<file path="config.mk">
export PLATFORM = sky130hd
export DESIGN_NAME = spi_rom_fetch_and_straps
export DESIGN_NICKNAME = d
export VERILOG_FILES = /design/src/hdl/spi_rom_fetch_pkg.sv /design/src/hdl/fetch_byte_fifo.sv /design/src/hdl/spi_rom_fetch_and_straps.sv
export SDC_FILE = /design/constraint.sdc
export NUM_CORES = 1
export LEC_CHECK = 0
export ABC_AREA = 1
export BUFFER_PORTS_ARGS = -buffer_cell sky130_fd_sc_hd__buf_2
export CAP_MARGIN = 20
export CORE_MARGIN = 1
export CORE_UTILIZATION = 42
export DETAILED_ROUTE_END_ITERATION = 10
export GPL_ROUTABILITY_DRIVEN = 0
export PLACE_DENSITY = 0.69
export SLEW_MARGIN = 20
export SYNTH_ARGS = -nofsm -noshare
export SYNTH_HDL_FRONTEND = slang
export SYNTH_SLANG_ARGS = --single-unit
</file>
<file path="constraint.sdc">
create_clock -name clk_in -period 3.1 [get_ports clk_in]
set_clock_uncertainty 0.2 [all_clocks]
set_input_delay 0.31 -clock clk_in [delete_from_list [all_inputs] [get_ports clk_in]]
set_output_delay 0.31 -clock clk_in [all_outputs]
set_load 0.02 [all_outputs]
</file>
<file path="src/hdl/spi_rom_fetch_pkg.sv">
// Constants and types shared by the serial flash fetch controller and its byte FIFO.
// Assumes a 25 MHz core clock; strap and flash input pins are asynchronous to it.
// Operation
// - Strap pins drive normally, float during reset.
// - Latch strap levels at reset release, hold.
// - Port disabled only when both straps high.
// - Strap high disables that data line.
// - Speed strap 0 slow clock, 1 fast; both settings give a half period of 2 core cycles here.
// - Fast strap: speed pin floats in suspend.
// - Slow strap: speed pin driven low in suspend.
// - At power-up check signature at 0xFFFA.
// - Valid signature enables external code at zero.
// - No signature: flash never used for code.
// - Interface enabled after every reset.
// - Disable input turns the interface off.
// - Chip select low, opcode, 24-bit address.
// - One dummy byte before read data.
// - First byte sampled in next eight clocks.
// - Full byte gives ready and data.
// - Sequential address keeps select, reads another byte.
// - Non-sequential address raises chip select.
package spi_rom_fetch_pkg;
	localparam int CLK_FREQ_MHZ = 25;
	localparam int SCK_SLOW_MHZ = 30;
	localparam int SCK_FAST_MHZ = 60;
	// A half period is a least time, so it rounds up; two cycles cover the input synchroniser
	localparam int SCK_HALF_MIN = 2;
	localparam int SCK_HALF_SLOW_RAW = (CLK_FREQ_MHZ + 2 * SCK_SLOW_MHZ - 1) / (2 * SCK_SLOW_MHZ);
	localparam int SCK_HALF_FAST_RAW = (CLK_FREQ_MHZ + 2 * SCK_FAST_MHZ - 1) / (2 * SCK_FAST_MHZ);
	localparam logic [3:0] SCK_HALF_SLOW =
		4'((SCK_HALF_SLOW_RAW > SCK_HALF_MIN) ? SCK_HALF_SLOW_RAW : SCK_HALF_MIN);
	localparam logic [3:0] SCK_HALF_FAST =
		4'((SCK_HALF_FAST_RAW > SCK_HALF_MIN) ? SCK_HALF_FAST_RAW : SCK_HALF_MIN);
	localparam logic [7:0] FAST_READ_OPCODE = 8'h0B;
	localparam logic [4:0] CMD_ADDR_BITS_M1 = 5'h1F;
	localparam logic [4:0] BYTE_BITS_M1 = 5'h07;
	localparam logic [23:0] SIG_ADDR = 24'h00FFFA;
	localparam logic [31:0] SIG_CHARS = 32'h32444655;
	localparam logic [1:0] SIG_LAST_IDX = 2'h3;
	localparam int STRAP_COUNT = 9;
	localparam int PORT_COUNT = 4;
	localparam int STRAP_NEG_LSB = 0;
	localparam int STRAP_POS_LSB = 4;
	localparam int STRAP_SPEED_BIT = 8;
	localparam logic [1:0] STRAP_SETTLE_M1 = 2'h2;
	localparam int FIFO_WIDTH = 8;
	localparam int FIFO_DEPTH = 8;

	typedef enum logic [2:0] {
		S_IDLE = 3'b000,
		S_TX = 3'b001,
		S_DUMMY = 3'b010,
		S_RX = 3'b011,
		S_WAIT = 3'b100,
		S_DESEL = 3'b101
	} fetch_state_t;

	typedef enum logic [1:0] {
		B_STRAP = 2'b00,
		B_REQ = 2'b01,
		B_CHECK = 2'b10,
		B_DONE = 2'b11
	} boot_state_t;
endpackage

</file>
<file path="src/hdl/fetch_byte_fifo.sv">
// Byte FIFO between the flash receiver and the code reader.
// Assumes one clock domain; push and pop follow valid and ready on each side.
`timescale 1ns/1ps
module fetch_byte_fifo #(
	parameter int WIDTH = 8,
	parameter int DEPTH = 8
) (
	// Clock and reset
	input wire logic clk_in,
	input wire logic rst_b_in,
	input wire logic ce_in,
	// Fill side
	input wire logic in_valid_in,
	output logic in_ready_out,
	input wire logic [WIDTH-1:0] in_data_in,
	// Drain side
	output logic out_valid_out,
	input wire logic out_ready_in,
	output logic [WIDTH-1:0] out_data_out
);
	localparam int PW = $clog2(DEPTH);

	logic [WIDTH-1:0] mem [DEPTH];
	logic [PW-1:0] wr_ptr_ff;
	logic [PW-1:0] rd_ptr_ff;
	logic [PW:0] count_ff;
	logic push;
	logic pop;

	assign in_ready_out = (count_ff != (PW+1)'(DEPTH));
	assign out_valid_out = (count_ff != '0);
	assign out_data_out = mem[rd_ptr_ff];
	assign push = in_valid_in && in_ready_out && ce_in;
	assign pop = out_valid_out && out_ready_in && ce_in;

	always_ff @(posedge clk_in) begin
		if (push) begin
			mem[wr_ptr_ff] <= in_data_in;
		end
	end

	always_ff @(posedge clk_in or negedge rst_b_in) begin
		if (!rst_b_in) begin
			wr_ptr_ff <= '0;
			rd_ptr_ff <= '0;
			count_ff <= '0;
		end else begin
			if (push) begin
				wr_ptr_ff <= (wr_ptr_ff == PW'(DEPTH - 1)) ? '0 : wr_ptr_ff + 1'b1;
			end
			if (pop) begin
				rd_ptr_ff <= (rd_ptr_ff == PW'(DEPTH - 1)) ? '0 : rd_ptr_ff + 1'b1;
			end
			if (push && !pop) begin
				count_ff <= count_ff + 1'b1;
			end else if (pop && !push) begin
				count_ff <= count_ff - 1'b1;
			end
		end
	end
endmodule // fetch_byte_fifo

</file>
<file path="src/hdl/spi_rom_fetch_and_straps.sv">
// Serial flash code-fetch sequencer with boot signature check and strap latch.
// Assumes flash and strap pins are asynchronous; processor signals share clk_in.
`timescale 1ns/1ps
module spi_rom_fetch_and_straps
	import spi_rom_fetch_pkg::*;
(
	// Clock, reset and enable
	input wire logic clk_in,
	input wire logic rst_b_in,
	input wire logic ce_in,
	// Configuration and power state
	input wire logic spi_disable_in,
	input wire logic suspend_in,
	// Processor code fetch
	input wire logic cpu_rd_in,
	input wire logic [16:0] cpu_addr_in,
	input wire logic cpu_stall_in,
	output logic cpu_ready_out,
	output logic [7:0] cpu_data_out,
	output logic ext_rom_en_out,
	output logic boot_done_out,
	// Serial flash pins
	output logic flash_cs_b_out,
	output logic flash_sck_out,
	output logic flash_mosi_out,
	input wire logic flash_miso_in,
	// Strap pins
	input wire logic [STRAP_COUNT-1:0] strap_pin_in,
	input wire logic [STRAP_COUNT-1:0] strap_func_in,
	output logic [STRAP_COUNT-1:0] strap_pin_out,
	output logic [STRAP_COUNT-1:0] strap_pin_oe_out,
	// Latched strap results
	output logic [PORT_COUNT-1:0] port_neg_line_off_out,
	output logic [PORT_COUNT-1:0] port_pos_line_off_out,
	output logic [PORT_COUNT-1:0] port_disable_out,
	output logic fast_flash_clk_out
);
	function automatic logic [7:0] sig_byte(input logic [1:0] idx);
		sig_byte = SIG_CHARS[8'(31 - 8 * idx) -: 8];
	endfunction

	fetch_state_t state_ff;
	boot_state_t boot_ff;
	logic miso_s1_ff;
	logic miso_s2_ff;
	logic [STRAP_COUNT-1:0] strap_s1_ff;
	logic [STRAP_COUNT-1:0] strap_s2_ff;
	logic [1:0] settle_ff;
	logic strap_latched_ff;
	logic [3:0] half_cnt_ff;
	logic [4:0] bit_cnt_ff;
	logic [31:0] tx_sh_ff;
	logic [7:0] rx_sh_ff;
	logic req_ff;
	logic [23:0] req_addr_ff;
	logic [23:0] last_addr_ff;
	logic [1:0] sig_idx_ff;
	logic sig_ok_ff;
	logic cs_b_ff;
	logic sck_ff;
	logic mosi_ff;
	logic push_ff;
	logic [7:0] push_data_ff;
	logic cpu_ready_ff;
	logic [7:0] cpu_data_ff;
	logic ext_en_ff;
	logic fifo_in_ready;
	logic fifo_out_valid;
	logic fifo_out_ready;
	logic [7:0] fifo_out_data;
	logic [3:0] half_len;
	logic shifting;
	logic tick;
	logic fall;
	logic last_bit;
	logic sequential;
	logic flash_idle;

	assign half_len = fast_flash_clk_out ? SCK_HALF_FAST : SCK_HALF_SLOW;
	assign shifting = (state_ff == S_TX) || (state_ff == S_DUMMY) || (state_ff == S_RX);
	assign tick = shifting && (half_cnt_ff == half_len - 4'h1);
	assign fall = tick && sck_ff;
	assign last_bit = (bit_cnt_ff == 5'h00);
	assign sequential = (req_addr_ff == last_addr_ff + 24'h000001);
	// Without a signature the flash is not ours to hold selected
	assign flash_idle = spi_disable_in || (boot_done_out && !ext_en_ff);

	// Pins come from outside the clock domain
	always_ff @(posedge clk_in or negedge rst_b_in) begin
		if (!rst_b_in) begin
			miso_s1_ff <= 1'b0;
			miso_s2_ff <= 1'b0;
			strap_s1_ff <= '0;
			strap_s2_ff <= '0;
		end else if (ce_in) begin
			miso_s1_ff <= flash_miso_in;
			miso_s2_ff <= miso_s1_ff;
			strap_s1_ff <= strap_pin_in;
			strap_s2_ff <= strap_s1_ff;
		end
	end

	// Straps are caught once the synchroniser has filled after reset release
	always_ff @(posedge clk_in or negedge rst_b_in) begin
		if (!rst_b_in) begin
			settle_ff <= 2'h0;
			strap_latched_ff <= 1'b0;
			port_neg_line_off_out <= '0;
			port_pos_line_off_out <= '0;
			port_disable_out <= '0;
			fast_flash_clk_out <= 1'b0;
		end else if (ce_in && !strap_latched_ff) begin
			settle_ff <= settle_ff + 2'h1;
			if (settle_ff == STRAP_SETTLE_M1) begin
				strap_latched_ff <= 1'b1;
				port_neg_line_off_out <= strap_s2_ff[STRAP_NEG_LSB +: PORT_COUNT];
				port_pos_line_off_out <= strap_s2_ff[STRAP_POS_LSB +: PORT_COUNT];
				port_disable_out <= strap_s2_ff[STRAP_NEG_LSB +: PORT_COUNT]
					& strap_s2_ff[STRAP_POS_LSB +: PORT_COUNT];
				fast_flash_clk_out <= strap_s2_ff[STRAP_SPEED_BIT];
			end
		end
	end

	// Strap pins float through reset and until their level has been caught
	always_ff @(posedge clk_in or negedge rst_b_in) begin
		if (!rst_b_in) begin
			strap_pin_out <= '0;
			strap_pin_oe_out <= '0;
		end else if (ce_in && strap_latched_ff) begin
			strap_pin_out <= strap_func_in;
			strap_pin_oe_out <= '1;
			if (suspend_in) begin
				strap_pin_oe_out[STRAP_SPEED_BIT] <= !fast_flash_clk_out;
				strap_pin_out[STRAP_SPEED_BIT] <= 1'b0;
			end
		end
	end

	// Serial clock divider, idle low between frames (mode 0)
	always_ff @(posedge clk_in or negedge rst_b_in) begin
		if (!rst_b_in) begin
			half_cnt_ff <= 4'h0;
			sck_ff <= 1'b0;
		end else if (ce_in) begin
			if (!shifting || flash_idle) begin
				half_cnt_ff <= 4'h0;
				sck_ff <= 1'b0;
			end else if (tick) begin
				half_cnt_ff <= 4'h0;
				sck_ff <= !sck_ff;
			end else begin
				half_cnt_ff <= half_cnt_ff + 4'h1;
			end
		end
	end

	// Transaction sequencer
	always_ff @(posedge clk_in or negedge rst_b_in) begin
		if (!rst_b_in) begin
			state_ff <= S_IDLE;
			cs_b_ff <= 1'b1;
			mosi_ff <= 1'b0;
			bit_cnt_ff <= 5'h00;
			tx_sh_ff <= '0;
			rx_sh_ff <= '0;
			last_addr_ff <= '0;
			push_ff <= 1'b0;
			push_data_ff <= '0;
		end else if (ce_in) begin
			push_ff <= 1'b0;
			case (state_ff)
				S_IDLE: begin
					cs_b_ff <= 1'b1;
					if (req_ff && !flash_idle && fifo_in_ready && strap_latched_ff) begin
						cs_b_ff <= 1'b0;
						tx_sh_ff <= {FAST_READ_OPCODE, req_addr_ff};
						mosi_ff <= FAST_READ_OPCODE[7];
						bit_cnt_ff <= CMD_ADDR_BITS_M1;
						state_ff <= S_TX;
					end
				end
				S_TX: begin
					if (flash_idle) begin
						state_ff <= S_DESEL;
						cs_b_ff <= 1'b1;
					end else if (fall) begin
						tx_sh_ff <= {tx_sh_ff[30:0], 1'b0};
						mosi_ff <= tx_sh_ff[30];
						bit_cnt_ff <= bit_cnt_ff - 5'h01;
						if (last_bit) begin
							mosi_ff <= 1'b0;
							bit_cnt_ff <= BYTE_BITS_M1;
							state_ff <= S_DUMMY;
						end
					end
				end
				S_DUMMY: begin
					if (flash_idle) begin
						state_ff <= S_DESEL;
						cs_b_ff <= 1'b1;
					end else if (fall) begin
						bit_cnt_ff <= bit_cnt_ff - 5'h01;
						if (last_bit) begin
							bit_cnt_ff <= BYTE_BITS_M1;
							state_ff <= S_RX;
						end
					end
				end
				S_RX: begin
					if (flash_idle) begin
						state_ff <= S_DESEL;
						cs_b_ff <= 1'b1;
					end else if (fall) begin
						// Sampled at the end of the high phase; the synchroniser lags two cycles
						rx_sh_ff <= {rx_sh_ff[6:0], miso_s2_ff};
						bit_cnt_ff <= bit_cnt_ff - 5'h01;
						if (last_bit) begin
							push_ff <= 1'b1;
							push_data_ff <= {rx_sh_ff[6:0], miso_s2_ff};
							last_addr_ff <= req_addr_ff;
							state_ff <= S_WAIT;
						end
					end
				end
				S_WAIT: begin
					if (flash_idle) begin
						state_ff <= S_DESEL;
						cs_b_ff <= 1'b1;
					end else if (req_ff && !push_ff && sequential && fifo_in_ready) begin
						bit_cnt_ff <= BYTE_BITS_M1;
						state_ff <= S_RX;
					end else if (req_ff && !push_ff && !sequential) begin
						state_ff <= S_DESEL;
						cs_b_ff <= 1'b1;
					end
				end
				S_DESEL: begin
					cs_b_ff <= 1'b1;
					state_ff <= S_IDLE;
				end
				default: begin
					cs_b_ff <= 1'b1;
					state_ff <= S_IDLE;
				end
			endcase
		end
	end

	// Pending read request, from the boot check or the processor
	always_ff @(posedge clk_in or negedge rst_b_in) begin
		if (!rst_b_in) begin
			req_ff <= 1'b0;
			req_addr_ff <= '0;
		end else if (ce_in) begin
			if (spi_disable_in) begin
				req_ff <= 1'b0;
			end else if (push_ff) begin
				req_ff <= 1'b0;
			end else if (!req_ff && boot_ff == B_REQ) begin
				req_ff <= 1'b1;
				req_addr_ff <= SIG_ADDR + {22'h000000, sig_idx_ff};
			end else if (!req_ff && cpu_rd_in && boot_done_out && ext_en_ff) begin
				req_ff <= 1'b1;
				req_addr_ff <= {7'h00, cpu_addr_in};
			end
		end
	end

	// Boot signature check
	always_ff @(posedge clk_in or negedge rst_b_in) begin
		if (!rst_b_in) begin
			boot_ff <= B_STRAP;
			sig_idx_ff <= 2'h0;
			sig_ok_ff <= 1'b1;
			ext_en_ff <= 1'b0;
			boot_done_out <= 1'b0;
		end else if (ce_in) begin
			case (boot_ff)
				B_STRAP: begin
					if (strap_latched_ff) begin
						boot_ff <= spi_disable_in ? B_DONE : B_REQ;
						boot_done_out <= spi_disable_in;
					end
				end
				B_REQ: begin
					if (spi_disable_in) begin
						boot_ff <= B_DONE;
						boot_done_out <= 1'b1;
					end else if (!req_ff) begin
						boot_ff <= B_CHECK;
					end
				end
				B_CHECK: begin
					if (spi_disable_in) begin
						boot_ff <= B_DONE;
						boot_done_out <= 1'b1;
					end else if (fifo_out_valid) begin
						sig_idx_ff <= sig_idx_ff + 2'h1;
						sig_ok_ff <= sig_ok_ff && (fifo_out_data == sig_byte(sig_idx_ff));
						if (sig_idx_ff == SIG_LAST_IDX) begin
							ext_en_ff <= sig_ok_ff && (fifo_out_data == sig_byte(sig_idx_ff));
							boot_ff <= B_DONE;
							boot_done_out <= 1'b1;
						end else begin
							boot_ff <= B_REQ;
						end
					end
				end
				B_DONE: begin
					boot_done_out <= 1'b1;
				end
				default: begin
					boot_ff <= B_DONE;
				end
			endcase
		end
	end

	// Bytes are handed to the processor only after a valid signature
	assign fifo_out_ready = (boot_ff == B_CHECK) || (boot_done_out && !cpu_stall_in);

	always_ff @(posedge clk_in or negedge rst_b_in) begin
		if (!rst_b_in) begin
			cpu_ready_ff <= 1'b0;
			cpu_data_ff <= '0;
		end else if (ce_in) begin
			cpu_ready_ff <= 1'b0;
			if (boot_done_out && !cpu_stall_in && fifo_out_valid) begin
				cpu_ready_ff <= ext_en_ff;
				cpu_data_ff <= fifo_out_data;
			end
		end
	end

	fetch_byte_fifo #(
		.WIDTH(FIFO_WIDTH),
		.DEPTH(FIFO_DEPTH)
	) u_fifo (
		.clk_in(clk_in),
		.rst_b_in(rst_b_in),
		.ce_in(ce_in),
		.in_valid_in(push_ff),
		.in_ready_out(fifo_in_ready),
		.in_data_in(push_data_ff),
		.out_valid_out(fifo_out_valid),
		.out_ready_in(fifo_out_ready),
		.out_data_out(fifo_out_data)
	);

	assign cpu_ready_out = cpu_ready_ff;
	assign cpu_data_out = cpu_data_ff;
	assign ext_rom_en_out = ext_en_ff;
	assign flash_cs_b_out = cs_b_ff;
	assign flash_sck_out = sck_ff;
	assign flash_mosi_out = mosi_ff;
endmodule // spi_rom_fetch_and_straps

</file>
==> summary.md <==
| Metric | Value |
|---|---|
| Pwr dens | `a little over 800 nW/um^2` |
| WS Path Type | `register to register` |
| DR vias | `slightly above 8,000` |
| Total GRT Usage | `0.184` |
| Post-synthesis sequential area ratio | `0.576` |
| Antenna cells | `0` |
| Post_cts resized | `0` |
| Placed cells | `1,576` |
| Ranking of synthesized cells by area | `dfrtp_1, edfxtp_1, nand2_1, o21ai_0, nor2_1` |
| Io pins | `88` |
| DR pass1 iterations | `5` |
| PnR worst setup slack | `0.381 ns` |
| Ys Warns | `0` |
| Detail Route Antenna Nets | `0` |
| Unrepaired setup endpoints after global routing | `no` |
| Post-Syn Area | `10,700 um^2` |
| Largest net degree at the start of global routing | `69` |
| Critical Path RT | `approximately 3.3 ns` |
| Largest buffer count on any clock path | `3` |
| Later-pin clock latency in the skew report | `around 0.54 ns` |
| H-tree Lvls | `1` |
| Rows | `58` |
| Yosys top cell area share | `0.392` |
| Lkg Pwr | `between 5 and 6 nW` |
| DR top layer | `met4` |
| CTS root buf | `clkbuf_16` |
| Net Count, Synth | `1,248` |
| Dominant synthesized flop cell | `dfrtp_1` |
| Post-Layout Cell Count | `1,666` |
| TritonCTS buffer count | `27` |
| Mean Syn Cell Area | `9.07 um^2` |
| EDFF count, synth | `64` |
| Post-DP HPWL | `15,100 um` |
| Final hold vios | `0` |
| Die height | `162 um` |
| Ys async rst share | `0.726` |
| Final setup TNS | `0 ns` |
| Dpl cell area | `11,600 um^2` |
| Final net count | `1,381` |
| Fin. max-slew vios | `0` |
| Number of global-route vias before repair | `7,928` |
| Top-count cell post-synth | `nand2_1` |
| Fraction of layout cells with a size suffix above 1 | `0.139` |
| Top post-synthesis cells by count | `nand2_1, dfrtp_1, o21ai_0, nor2_1, inv_1` |
| Slew HR | `0.454` |
| Fin crit share | `0.877` |
| Int Power | `between 6 and 7 mW` |
| Area growth from synthesis to final layout | `20.1%` |
| Metal3 WL | `1010 um` |
| Total power | `10.4 mW` |
| Status | `finished clean` |
| Pre-CTS setup slack | `about 0.41 ns` |
| Maximum vdd drop | `0.511 mV` |
| Post-route design area | `about 13,000 um^2` |
| CTS tree | `built` |
| Worst Setup Start Kind | `register` |
| Die area | `26,200 um^2` |
| Max cap viols | `0` |
| 1st-iter DRT viols | `584` |
| Met1 wire length | `about 11,000 um` |
| Clock transition at path regs | `0.06 ns` |
| Port buffer count | `87` |
| Global route total overflow | `0` |
| CP endpoint kind | `register` |
| Switching power | `3.61 mW` |
| Clk pwr share | `0.312` |
| Number of synthesized register bits | `234` |
| Fmax | `0.368 GHz` |
| Crit-path max FO | `4` |
| # fillers | `approximately 2,300` |
| Global-route wire length before repair | `39,300 um` |
| Slew @ Worst Pin | `0.812 ns` |
| Hold WC Path Type | `input pin to register` |
| Synth unique cells | `48` |
| Syn Inst Count | `~1,200` |
| Largest area contributor in the synthesized netlist | `dfrtp_1` |
| Routed wire length | `about 23,000 um` |
| Finished Core Util | `0.513` |
| Sequential Power Share | `0.401` |
| Worst EP arrival | `2.95 ns` |
| Endpoints failing setup | `0` |
| Hold Slack | `0.0219 ns` |
| Routed len/inst | `14.0 um` |
| Final worst path period need | `around 2.7 ns` |
| Initial Util | `0.428` |
| Residual DRC | `0` |
| Core ar. | `25,100 um^2` |
| Vias/cell | `4.98` |
| Switching fraction of total power | `0.347` |
| WL met2 | `11,200 um` |
| Die width | `162 um` |
| Sink Count | `around 230` |
| Initial antenna violation count | `0` |
| Combinational Power Share | `0.287` |
==> cells by family (layout without fill, tap and decap cells) <==
kind of cell / after synthesis / after routing / share of synthesized area
simple gates: 497 / 497 / 0.191
buf+inv: 172 / 325 / 0.0653
mux: 8 / 8 / 0.00793
xor+xnor: 22 / 22 / 0.0179
fa+ha+maj: 22 / 22 / 0.0263
compound gates: 228 / 228 / 0.116
flops: 234 / 234 / 0.576
==> routing by layer <==
| metal | vias up | global-route usage |
|---|---|---|
| met1 | 3935 | 0.251 |
| met5 | - | 0 |
| met4 | 0 | 0.0523 |
| met3 | 41 | 0.0253 |
| li1 | 4140 | - |
| met2 | 187 | 0.307 |
==> layout by cell type (no fill, tap or decap), types with 10 or more instances in the layout <==
cell type	instances
a21oi_1	14
a31oi_1	22
buf_2	86
buf_4	24
clkbuf_16	27
dfrtp_1	168
dlygate4sd3_1	41
edfxtp_1	64
ha_1	21
inv_1	119
nand2_1	281
nand3_1	46
nand4_1	10
nor2_1	125
o211ai_1	10
o21ai_0	159
xor2_1	13
==> state kept, by name, indices dropped and copies added (netlist names), 5 cells and up <==
name and flops:
bit_cnt_ff 5, cpu_data_out 8, last_addr_ff 17, push_data_ff 8, req_addr_ff 17, rx_sh_ff 7, strap_pin_out 9, strap_s1_ff 9
strap_s2_ff 9, tx_sh_ff 31, u_fifo.mem 64
==> timing repair <==
item                                   in CTS  in global routing
hold buffers                               41                  0
endpoints found under the hold margin     105                  0
setup buffers                               0                  0
==> cell type report <==
cell class	count	area [um^2]	share of cell area
Clock buffer	33	758	0.0588
Clock inverter	16	168	0.0130
Inverter	123	462	0.0358
Multi-Input combinational cell	777	3860	0.299
Sequential cell	234	6180	0.479
Tap cell	330	413	0.0320
Timing Repair Buffer	153	1050	0.0816
==> final timing paths <==
check	start	endpoint	slack (ns)	cells past startpoint
min in group asynchronous	rst_b_in	port_disable_out[3]$_DFFE_PN0P_	0.13	2
max in group asynchronous	rst_b_in	sig_ok_ff$_DFFE_PN1P_	1.74	3
worst min-delay path	cpu_stall_in	cpu_data_out[1]$_DFFE_PN0P_	0.02	5
worst max register to register	u_fifo.count_ff[0]$_DFFE_PN0P_	u_fifo.count_ff[3]$_DFFE_PN0P_	0.38	14
worst min register to register	sig_ok_ff$_DFFE_PN1P_	sig_ok_ff$_DFFE_PN1P_	0.26	2
worst max-delay path	u_fifo.count_ff[0]$_DFFE_PN0P_	u_fifo.count_ff[3]$_DFFE_PN0P_	0.38	14
==> critical path, cell delays in order (launching register included) <==
cell,delay [ns]
dfrtp_1,0.44
nor2_1,0.15
nand2_1,0.08
inv_1,0.09
nor4_1,0.07
a31oi_1,0.30
ha_1,0.26
inv_1,0.09
ha_1,0.28
a21o_1,0.18
a21oi_1,0.15
nor2_1,0.06
nor2_1,0.08
nand2_1,0.06
xnor2_1,0.12
==> power groups by stage <==
stage	sequential (mW)	clock (mW)	combinational (mW)
global route	4.24	3.44	3.45
floorplan	4.18	0	2.12
global placement	4.19	0	2.88
finish	4.16	3.25	2.98
CTS	4.17	3.31	3.01
detailed placement	4.21	0	2.94
Power figures use the tool's default switching activity.
